File: src/pmt_pkg.sv
// Package for the period match timer: register offsets, field layout, reset values.
// Assumes a 32-bit APB register bus with one aligned word per register.
package pmt_pkg;
    // ----------------------------------------
    // Register byte offsets
    // ----------------------------------------
    localparam logic [7:0] PMT_OFS_CTRL = 8'h00;
    localparam logic [7:0] PMT_OFS_COUNT = 8'h04;
    localparam logic [7:0] PMT_OFS_PERIOD = 8'h08;
    localparam logic [7:0] PMT_OFS_FLAG = 8'h0C;
    localparam logic [7:0] PMT_OFS_ENABLE = 8'h10;
    localparam logic [7:0] PMT_OFS_PRIO = 8'h14;
    localparam logic [7:0] PMT_OFS_GATE = 8'h18;
    // ----------------------------------------
    // Field positions
    // ----------------------------------------
    localparam int PMT_POST_LSB = 3;
    localparam int PMT_POST_MSB = 6;
    localparam int PMT_RUN_BIT = 2;
    localparam int PMT_PRE_LSB = 0;
    localparam int PMT_PRE_MSB = 1;
    localparam int PMT_IRQ_BIT = 3;
    localparam int PMT_GATE_BIT = 0;
    localparam int PMT_PLVL_BIT = 1;
    localparam logic [7:0] PMT_CTRL_WMASK = 8'h7F;
    // ----------------------------------------
    // Reset values
    // ----------------------------------------
    localparam logic [7:0] PMT_PERIOD_RST = 8'hFF;
    localparam logic [7:0] PMT_COUNT_RST = 8'h00;
    localparam logic [7:0] PMT_CTRL_RST = 8'h00;
endpackage : pmt_pkg

File: src/pmt_timer.sv
// Period match timer with APB register slave and interrupt logic.
// Assumes an APB master on i_clk_sys; match output feeds PWM units only.
//
// Chosen here: the register addresses and register access over APB.
`timescale 1ns/10ps
module pmt_timer (
    input wire logic i_clk_sys, // System clock, 200 MHz
    input wire logic i_rst_n, // Async reset, active low
    input wire logic i_psel, // APB select
    input wire logic i_penable, // APB enable
    input wire logic i_pwrite, // APB write
    input wire logic [7:0] i_paddr, // APB byte address
    input wire logic [31:0] i_pwdata, // APB write data
    output logic [31:0] o_prdata, // APB read data
    output logic o_pready, // APB ready
    output logic o_pslverr, // APB error
    output logic o_pwm_timebase, // Match pulse to PWM units
    output logic o_irq, // Interrupt, level
    output logic o_irq_high_prio // Interrupt is high priority
);
    import pmt_pkg::*;

    // ----------------------------------------
    // State
    // ----------------------------------------
    logic [7:0] ctrl_reg;
    logic [7:0] count_reg;
    logic [7:0] period_reg;
    logic [7:0] flag_reg;
    logic [7:0] enable_reg;
    logic [7:0] prio_reg;
    logic [7:0] gate_reg;
    logic [3:0] post_reg;
    logic tick;
    logic match;
    logic post_event;
    logic setup;
    logic wr;
    logic rd;
    logic hit;
    logic [7:0] rdata;

    // Address is one of the mapped registers
    function automatic logic addr_ok(input logic [7:0] a);
        addr_ok = (a == PMT_OFS_CTRL) || (a == PMT_OFS_COUNT) || (a == PMT_OFS_PERIOD)
               || (a == PMT_OFS_FLAG) || (a == PMT_OFS_ENABLE) || (a == PMT_OFS_PRIO)
               || (a == PMT_OFS_GATE);
    endfunction : addr_ok

    // ----------------------------------------
    // Bus decode
    // ----------------------------------------
    // Single wait-free access: answer in the first access cycle
    assign setup = i_psel && !i_penable;
    assign hit = addr_ok(i_paddr);
    assign wr = i_psel && i_penable && o_pready && i_pwrite && hit;
    assign rd = i_psel && i_penable && o_pready && !i_pwrite && hit;

    // Ready raised for the access phase that follows setup
    always_ff @(posedge i_clk_sys or negedge i_rst_n) begin
        if (!i_rst_n) begin
            o_pready <= 1'b0;
        end else begin
            o_pready <= setup;
        end
    end

    // Error on unmapped address, in step with ready
    always_ff @(posedge i_clk_sys or negedge i_rst_n) begin
        if (!i_rst_n) begin
            o_pslverr <= 1'b0;
        end else begin
            o_pslverr <= setup && !hit;
        end
    end

    // Read mux
    always_comb begin
        case (i_paddr)
            PMT_OFS_CTRL: rdata = ctrl_reg & PMT_CTRL_WMASK;
            PMT_OFS_COUNT: rdata = count_reg;
            PMT_OFS_PERIOD: rdata = period_reg;
            PMT_OFS_FLAG: rdata = flag_reg;
            PMT_OFS_ENABLE: rdata = enable_reg;
            PMT_OFS_PRIO: rdata = prio_reg;
            PMT_OFS_GATE: rdata = gate_reg;
            default: rdata = 8'h00;
        endcase
    end

    // Read data registered during setup so it is valid with ready
    always_ff @(posedge i_clk_sys or negedge i_rst_n) begin
        if (!i_rst_n) begin
            o_prdata <= 32'h0000_0000;
        end else if (setup) begin
            o_prdata <= {24'h00_0000, rdata};
        end
    end

    // ----------------------------------------
    // Control and configuration registers
    // ----------------------------------------
    // control layout, bit 7 masked
    always_ff @(posedge i_clk_sys or negedge i_rst_n) begin
        if (!i_rst_n) begin
            ctrl_reg <= PMT_CTRL_RST;
        end else if (wr && i_paddr == PMT_OFS_CTRL) begin
            ctrl_reg <= i_pwdata[7:0] & PMT_CTRL_WMASK;
        end
    end

    always_ff @(posedge i_clk_sys or negedge i_rst_n) begin
        if (!i_rst_n) begin
            period_reg <= PMT_PERIOD_RST;
        end else if (wr && i_paddr == PMT_OFS_PERIOD) begin
            period_reg <= i_pwdata[7:0];
        end
    end

    // enable at bit 3, only that bit stored
    always_ff @(posedge i_clk_sys or negedge i_rst_n) begin
        if (!i_rst_n) begin
            enable_reg <= 8'h00;
        end else if (wr && i_paddr == PMT_OFS_ENABLE) begin
            enable_reg <= 8'h00;
            enable_reg[PMT_IRQ_BIT] <= i_pwdata[PMT_IRQ_BIT];
        end
    end

    always_ff @(posedge i_clk_sys or negedge i_rst_n) begin
        if (!i_rst_n) begin
            prio_reg <= 8'h00;
        end else if (wr && i_paddr == PMT_OFS_PRIO) begin
            prio_reg <= 8'h00;
            prio_reg[PMT_IRQ_BIT] <= i_pwdata[PMT_IRQ_BIT];
        end
    end

    // Peripheral gate and priority-level enable
    always_ff @(posedge i_clk_sys or negedge i_rst_n) begin
        if (!i_rst_n) begin
            gate_reg <= 8'h00;
        end else if (wr && i_paddr == PMT_OFS_GATE) begin
            gate_reg <= {6'h00, i_pwdata[PMT_PLVL_BIT], i_pwdata[PMT_GATE_BIT]};
        end
    end

    // ----------------------------------------
    // Counter
    // ----------------------------------------
    pmt_prescaler u_pre (
        .i_clk_sys(i_clk_sys),
        .i_rst_n(i_rst_n),
        .i_run(ctrl_reg[PMT_RUN_BIT]),
        .i_sel(ctrl_reg[PMT_PRE_MSB:PMT_PRE_LSB]),
        .o_tick(tick)
    );

    // no tick while stopped, so no match
    assign match = tick && (count_reg == period_reg);

    // count up, wrap to zero after match
    always_ff @(posedge i_clk_sys or negedge i_rst_n) begin
        if (!i_rst_n) begin
            count_reg <= PMT_COUNT_RST;
        end else if (wr && i_paddr == PMT_OFS_COUNT) begin
            count_reg <= i_pwdata[7:0];
        end else if (match) begin
            count_reg <= PMT_COUNT_RST;
        end else if (tick) begin
            count_reg <= count_reg + 8'h01;
        end
    end

    // pre-postscaler match drives the PWM time base, not the postscaled event
    always_ff @(posedge i_clk_sys or negedge i_rst_n) begin
        if (!i_rst_n) begin
            o_pwm_timebase <= 1'b0;
        end else begin
            o_pwm_timebase <= match;
        end
    end

    // Postscaler counts matches, 1:1 to 1:16
    always_ff @(posedge i_clk_sys or negedge i_rst_n) begin
        if (!i_rst_n) begin
            post_reg <= 4'h0;
        end else if (!ctrl_reg[PMT_RUN_BIT]) begin
            post_reg <= 4'h0;
        end else if (post_event) begin
            post_reg <= 4'h0;
        end else if (match) begin
            post_reg <= post_reg + 4'h1;
        end
    end

    assign post_event = match && (post_reg == ctrl_reg[PMT_POST_MSB:PMT_POST_LSB]);

    // ----------------------------------------
    // Interrupts
    // ----------------------------------------
    // sticky flag at bit 3, set wins over read clear
    // Only bits already returned in the captured read word are cleared, so an
    // event that lands between setup and access is not lost
    always_ff @(posedge i_clk_sys or negedge i_rst_n) begin
        if (!i_rst_n) begin
            flag_reg <= 8'h00;
        end else if (post_event) begin
            flag_reg[PMT_IRQ_BIT] <= 1'b1;
        end else if (rd && i_paddr == PMT_OFS_FLAG) begin
            flag_reg <= flag_reg & ~o_prdata[7:0];
        end
    end

    // gate needed unless priority levels enabled
    always_ff @(posedge i_clk_sys or negedge i_rst_n) begin
        if (!i_rst_n) begin
            o_irq <= 1'b0;
        end else begin
            o_irq <= flag_reg[PMT_IRQ_BIT] && enable_reg[PMT_IRQ_BIT]
                  && (gate_reg[PMT_PLVL_BIT] || gate_reg[PMT_GATE_BIT]);
        end
    end

    // Priority only matters with levels enabled
    always_ff @(posedge i_clk_sys or negedge i_rst_n) begin
        if (!i_rst_n) begin
            o_irq_high_prio <= 1'b0;
        end else begin
            o_irq_high_prio <= gate_reg[PMT_PLVL_BIT] && prio_reg[PMT_IRQ_BIT];
        end
    end
endmodule : pmt_timer

File: src/pmt_prescaler.sv
// Prescaler for the period match timer: emits a tick every 1, 4 or 16 cycles.
// Assumes a single clock; select comes from a register on the same clock.
`timescale 1ns/10ps
module pmt_prescaler (
    input wire logic i_clk_sys, // System clock
    input wire logic i_rst_n, // Async reset, active low
    input wire logic i_run, // Counter running
    input wire logic [1:0] i_sel, // Prescale select
    output logic o_tick // Increment strobe
);
    logic [3:0] div_reg;
    logic [3:0] limit;

    // Divide ratio minus one per select code
    always_comb begin
        case (i_sel)
            2'b00: limit = 4'h0;
            2'b01: limit = 4'h3;
            default: limit = 4'hF;
        endcase
    end

    // Divider counter, cleared while stopped
    always_ff @(posedge i_clk_sys or negedge i_rst_n) begin
        if (!i_rst_n) begin
            div_reg <= 4'h0;
        end else if (!i_run || div_reg >= limit) begin
            div_reg <= 4'h0;
        end else begin
            div_reg <= div_reg + 4'h1;
        end
    end

    assign o_tick = i_run && (div_reg >= limit);
endmodule : pmt_prescaler

File: config.mk
export PLATFORM = sky130hd
export DESIGN_NAME = pmt_timer
export DESIGN_NICKNAME = d
export VERILOG_FILES = /design/src/pmt_pkg.sv /design/src/pmt_timer.sv /design/src/pmt_prescaler.sv
export SDC_FILE = /design/constraint.sdc
export NUM_CORES = 1
export LEC_CHECK = 0
export ABC_AREA = 1
export ABC_CLOCK_PERIOD_IN_PS = 1800
export BUFFER_PORTS_ARGS = -buffer_cell sky130_fd_sc_hd__buf_2
export CORE_MARGIN = 10
export CORE_UTILIZATION = 42
export DETAILED_ROUTE_END_ITERATION = 7
export PLACE_DENSITY = 0.67
export SLEW_MARGIN = 10
export SYNTH_ARGS = -nofsm -noshare
export SYNTH_HDL_FRONTEND = slang
export SYNTH_SLANG_ARGS = --single-unit
File: constraint.sdc
create_clock -name i_clk_sys -period 1.8 [get_ports i_clk_sys]
set_clock_uncertainty 0.15 [all_clocks]
set_input_delay 0.18 -clock i_clk_sys [delete_from_list [all_inputs] [get_ports i_clk_sys]]
set_output_delay 0.18 -clock i_clk_sys [all_outputs]
set_load 0.1 [all_outputs]
==> results of run 1 <==
metrics by stage:
step,instances,setup WS (ns),hold slack (ns)
after floorplan,502,-0.00724,-0.266
after CTS,665,-0.117,0.0248
final,666,-0.143,0.0297
after global placement,646,-0.161,0.0394
after global routing,666,-0.238,0.0397
after detailed placement,646,-0.202,0.0439
per-layer routing:
layer	vias to the layer above	part of all wire	track usage
li1	1594	-	-
met1	1432	0.46	0.170
met4	0	0.012	0.0403
met3	8	0.044	0.0301
met5	-	0	0
met2	59	0.48	0.235
synth_stat cells (all sizes together):
master / count / share of area
nor3: 4 / 0.010
buf: 26 / 0.058
dfrtp: 48 / 0.34
ha: 7 / 0.025
inv: 73 / 0.078
clkinv: 1 / 0.0011
xnor2: 3 / 0.0075
nand2: 164 / 0.18
dfstp: 8 / 0.060
clkbuf: 1 / 0.0011
a21oi: 4 / 0.0057
xor2: 8 / 0.020
nand3: 41 / 0.067
nand4: 5 / 0.0089
o211ai: 1 / 0.0021
o21ai: 38 / 0.057
nor2: 46 / 0.072
conb: 1 / 0.0011
worst min-delay path, stage by stage:
cell	delay, ns
buf_2	0.09
nor2_1	0.05
buf_4	0.15
final cells by class:
type / count / share of cell area
inverters: 74 / 0.0648
clock buffers: 7 / 0.0175
multi-input cells: 345 / 0.426
repair buffers: 78 / 0.130
well taps: 105 / 0.0301
clock inverters: 1 / 0.00689
flip-flops and latches: 56 / 0.325
path summary, 6_finish.rpt:
path | startpoint | depth (start not counted) | endpoint | slack [ns]
max | ctrl_reg[1] | 15 | count_reg[2] | -0.14
min | i_penable | 3 | o_pready | 0.03
max reg2reg | ctrl_reg[1] | 15 | count_reg[2] | -0.14
min reg2reg | gate_reg[1] | 2 | o_irq_high_prio | 0.34
max in group asynchronous | i_rst_n | 3 | period_reg[5] | 0.71
min in group asynchronous | i_rst_n | 2 | ctrl_reg[0] | 0.21
repair_timing:
item	in CTS	in global routing
setup endpoints to repair	21	21
resized for setup	18	23
pin swaps	3	12
hold buffers	9	0
buffers inserted	2	1
endpoints found under the hold margin	30	0
power by group through the flow:
| stage | sequential [mW] | clock [mW] | combinational (mW) |
|---|---|---|---|
| after global placement | 1.35 | 0 | 0.499 |
| after CTS | 1.33 | 0.862 | 0.521 |
| final | 1.33 | 0.842 | 0.526 |
| after floorplan | 1.37 | 0 | 0.402 |
| after global routing | 1.34 | 0.919 | 0.575 |
| after detailed placement | 1.35 | 0 | 0.504 |
cells by family after synthesis:
group	count (synthesis)
AO/OA/AOI/OAI	43
flip-flops	56
adder cells (fa/ha/maj)	7
AND/OR/NAND/NOR	260
other	1
XOR/XNOR	11
buffers and inverters	101
==> results.ini, run 1 <==
[setup_path]
start_kind = flop
crit_fanout = 4
crit_type = flop to flop
path_cells = nor2_4 -> inv_2 -> ha_4 -> inv_2 -> nand2_2 -> nand2_2 -> nand2_4 -> nand3_4 -> nand2_4 -> buf_6 -> buf_6 -> nand3_2 -> nand2_1 -> inv_1 -> nand2_1
required_ns = 1.85
worst-path-buf-inv = 5
worstPathArrival_ns = 2.00
cp_top_family = simple AND/OR/NAND/NOR gates
cp_slowest_cell = dfrtp_1
end_kind = flop
cpPeakStageDelay_ns = 0.44

[synth]
ys_warn_count = 0
muxShareOfSynthArea = 0
ys_seq_area_frac = 0.401
synthCells = 479
synth-compound-area-share = 0.0651
ys_ff_latch = 56
synth_xor_area_frac = 0.0274
synth-simple-area-share = 0.343
syn_avg_cell_area_um2 = 7.34
syn_area_um2 = 3520
synthAdderAreaFrac = 0.0249
yosys.cell_types.count = 31
synth_top_family_by_area = simple AND/OR/NAND/NOR gates

[sta]
fin_crit_sh = 1.08
slew_headroom = 0.646
maxSlewViolCount = 0
layout_setup_ws_ns = -0.143
rsz0062_at_grt = yes
fin_crit_ns = 1.94
finalSetupViolCount = 21
hold_viol = 0
max_freq_ghz = 0.515
tightest_slew_ns = 0.531
setup-tns-final_ns = -1.95

[die]
core_area_um2 = 8180
start_util = 0.430
fp.dieW_um = 112
die_h_um = 112
dieArea_um2 = 12400
io-pin-count = 82
rows = 33

[cts]
clkLatencyLatePin_ns = 0.32
cts_buffers = 5
cts_tree = yes
cts_max_level = 2
path_clk_slew_ns = 0.11
cts_buffer_depth = 2
cts-root-buf = clkbuf_8
clkSinkCount = 56

[global_route]
antenna_found_initial = 0
grt_max_degree = 23
grt_pass1_wl_um = 14700
gr-total-overflow = 0
grt_pass1_vias = 3173
grtUsageTotal = 0.138

[power]
power_density_nw_per_um2 = 619
vdd_drop_max_uv = 280
switching_power_mw = 0.882
seq_power_share = 0.493
p_int_mw = 1.82
p_comb_frac = 0.195
fin_total_pwr_mw = 2.70
switching_share = 0.327
leakagePower_nw = 2.37
p_clk_frac = 0.312

[final_layout]
postLayoutCellArea_um2 = 4360
final_common_cell = nand2_1
n_antenna_cell = 0
fill_cells = 783
final_nets = 612
multiInputGateArea_um2 = 1860
fin_util = 0.533
area.growth.synth_to_final_pct = 24.0
layout-drive-gt1-share = 0.251
final_cell_mix = nand2_1 (150), inv_1 (62), dfrtp_1 (47)
area.sequential_um2 = 1420

[placement]
place_hpwl_um = 6480
place_area_um2 = 3970
place.gp.congestion = 0.823
io_buffers = 33

[status]
violations = negative setup slack
status = finished, violations left

[routing]
viasPerCell = 4.64
routedWlPerCell_um = 12.8
totalWireLength_um = 8540
drtAntennaViolNets = 0
vias = 3093
drt_iter0_markers = 179
drc = 0
firstDrtPassIters = 4

[hold_path]
holdCritPathClass = primary input to flop

[job]
drv_cap = 0

Note: power is estimated with default switching activity, not from simulation.
==> run 2: changes to the inputs <==
--- a/config.mk
+++ b/config.mk
@@ -8,10 +8,12 @@
 export ABC_AREA = 1
 export ABC_CLOCK_PERIOD_IN_PS = 1800
 export BUFFER_PORTS_ARGS = -buffer_cell sky130_fd_sc_hd__buf_2
+export CELL_PAD_IN_SITES_DETAIL_PLACEMENT = 0
+export CELL_PAD_IN_SITES_GLOBAL_PLACEMENT = 1
 export CORE_MARGIN = 10
-export CORE_UTILIZATION = 42
+export CORE_UTILIZATION = 35
 export DETAILED_ROUTE_END_ITERATION = 7
-export PLACE_DENSITY = 0.67
+export PLACE_DENSITY_LB_ADDON = 0.1
 export SLEW_MARGIN = 10
 export SYNTH_ARGS = -nofsm -noshare
 export SYNTH_HDL_FRONTEND = slang
==> constraint.sdc (replaced) <==
create_clock -name i_clk_sys -period 1.8 [get_ports i_clk_sys]
set_clock_uncertainty 0.15 [all_clocks]
set_input_delay 0.18 -clock i_clk_sys [delete_from_list [all_inputs] [get_ports i_clk_sys]]
set_output_delay 0.18 -clock i_clk_sys [all_outputs]
set_load 0.005 [all_outputs]
==> results.ini, run 2 (synthesis results as in run 1) <==
[final_layout]
layout-drive-gt1-share = 0.298  ; was 0.251
n_antenna_cell = 0  ; unchanged
area.growth.synth_to_final_pct = 29.3  ; was 24.0%
final_nets = 629  ; was 612
final_common_cell = nand2_1  ; unchanged
final_cell_mix = nand2_1 (138), inv_1 (62), dfrtp_1 (48)  ; was nand2_1 (150), inv_1 (62), dfrtp_1 (47)

[job]
drv_cap = 0  ; unchanged

[routing]
firstDrtPassIters = 4  ; unchanged
drc = 0  ; unchanged
drtAntennaViolNets = 0  ; unchanged
drt_iter0_markers = 155  ; was 179
viasPerCell = 4.40  ; was 4.64
totalWireLength_um = 9370  ; was 8540 um
vias = 3130  ; was 3093
routedWlPerCell_um = 13.2  ; was 12.8 um

[status]
status = finished, violations left  ; unchanged
violations = negative setup slack  ; unchanged

[sta]
fin_crit_ns = 1.91  ; was 1.94 ns
setup-tns-final_ns = -1.47  ; was -1.95 ns
layout_setup_ws_ns = -0.113  ; was -0.143 ns
fin_crit_sh = 1.06  ; was 1.08
finalSetupViolCount = 23  ; was 21
hold_viol = 0  ; unchanged
maxSlewViolCount = 0  ; unchanged
rsz0062_at_grt = yes  ; unchanged
max_freq_ghz = 0.523  ; was 0.515 GHz

[setup_path]
worstPathArrival_ns = 1.99  ; was 2.00 ns
crit_type = flop to flop  ; unchanged
crit_start = ctrl_reg[1]  ; unchanged
rrSetupSlack_ns = -0.11  ; was -0.14 ns
crit_fanout = 4  ; unchanged
end_kind = flop  ; unchanged
required_ns = 1.88  ; was 1.85 ns
start_kind = flop  ; unchanged
endpoint = count_reg[4]  ; was count_reg[2]
reg2reg_to = count_reg[4]  ; was count_reg[2]
rr_startpoint = ctrl_reg[1]  ; unchanged
r2r_cells = 13  ; was 15

[die]
die_h_um = 120  ; was 112 um
fp.dieW_um = 120  ; was 112 um
rows = 36  ; was 33
dieArea_um2 = 14500  ; was 12400 um^2
io-pin-count = 82  ; unchanged
start_util = 0.360  ; was 0.430
core_area_um2 = 9770  ; was 8180 um^2

[cts]
cts_buffer_depth = 2  ; unchanged
cts-root-buf = clkbuf_8  ; unchanged
cts_tree = yes  ; unchanged
cts_buffers = 5  ; unchanged
cts_max_level = 2  ; unchanged
clkLatencyLatePin_ns = 0.32  ; about the same
clkSinkCount = 56  ; unchanged
path_clk_slew_ns = 0.11  ; about the same

[power]
power_density_nw_per_um2 = 525  ; was 619 nW/um^2
p_int_mw = 1.69  ; was 1.82 mW
switching_share = 0.291  ; was 0.327
switching_power_mw = 0.694  ; was 0.882 mW
p_comb_frac = 0.135  ; was 0.195
seq_power_share = 0.555  ; was 0.493
vdd_drop_max_uv = 268  ; was 280 uV
fin_total_pwr_mw = 2.39  ; was 2.70 mW
p_clk_frac = 0.311  ; was 0.312
leakagePower_nw = 2.42  ; was 2.37 nW

[placement]
io_buffers = 33  ; unchanged
place_hpwl_um = 7040  ; was 6480 um
place.gp.congestion = 0.775  ; was 0.823

[global_route]
antenna_found_initial = 0  ; unchanged
grtUsageTotal = 0.131  ; was 0.138
grt_pass1_vias = 3244  ; was 3173
gr-total-overflow = 0  ; unchanged
grt_max_degree = 57  ; was 23
grt_pass1_wl_um = 15600  ; was 14700 um

[hold_path]
holdCritPathClass = primary input to flop  ; unchanged

==> run 2: changes by cell type in the layout (fill, tap and decap cells not counted), moves of 2 or more <==
cell,delta
clkinvlp_4,+2
nor2_1,-2
nand2_2,+12
buf_4,+15
inv_4,-2
nand3_1,+2
clkbuf_1,-2
nand2_1,-12
==> run 2: stage by stage <==
stage	util	hold WS, ns	worst slack, ns	instances	cell area, um^2
after floorplan	-	-0.266	-0.00724	502	3600
after CTS	0.449	0.0167	-0.0946	709	4390
after detailed placement	0.421	0.0668	-0.183	689	4110
final	0.465	0.0319	-0.113	711	4550
after global routing	0.465	0.0220	-0.217	711	4550
after global placement	0.421	0.0666	-0.146	689	4110
==> run 2: power groups by stage <==
stage / combinational, mW / clock, mW / sequential [mW]
floorplan: 0.193 / 0 / 1.34
global placement: 0.293 / 0 / 1.35
detailed placement: 0.292 / 0 / 1.35
CTS: 0.309 / 0.785 / 1.32
global route: 0.372 / 0.829 / 1.33
finish: 0.321 / 0.741 / 1.32
==> run 2: worst min path at each step <==
stage,from,cells past startpoint,endpoint,slack (ns)
4_1_cts,i_penable,3,o_pready,0.02
6_report,i_penable,3,o_pready,0.03
2_1_floorplan,i_rst_n,0,count_reg[0],-0.27
3_3_place_gp,i_rst_n,2,o_irq_high_prio,0.07
5_1_grt,i_penable,3,o_pready,0.02
3_5_place_dp,i_rst_n,2,o_irq_high_prio,0.07
==> run 2: final cells by class <==
cell class | count | area (um^2)
multi-input cells | 346 | 1900
clock inverters | 3 | 23.8
clock buffers | 5 | 68.8
flip-flops and latches | 56 | 1410
well taps | 133 | 166
fillers | 1033 | 5230
repair buffers | 94 | 689
inverters | 74 | 283
==> run 2: worst max-delay path, stage by stage, from the launching register on <==
cell and delay [ns]:
dfrtp_1 0.43, inv_2 0.09, ha_4 0.27, nand2_1 0.05
inv_2 0.09, nand3_4 0.07, nand3_2 0.10, nand2_4 0.08
buf_6 0.13, buf_4 0.14, nand3_1 0.09, nand2_1 0.05
inv_1 0.05, nand2_1 0.04
==> run 2: timing repair <==
item                       CTS  global route
cloned                       0             1
hold endpoints to repair    73             0
pin swaps                    5            13
setup buffers                3             1
hold buffers                 9             0
setup endpoints to repair   21            25
resized for setup           21            35
==> run 2: layer usage <==
| layer | GRT usage | part of all wire |
|---|---|---|
| met1 | 0.171 | 0.51 |
| met2 | 0.214 | 0.45 |
| met3 | 0.0312 | 0.037 |
| met5 | 0 | 0 |
| met4 | 0.0302 | 0.0091 |
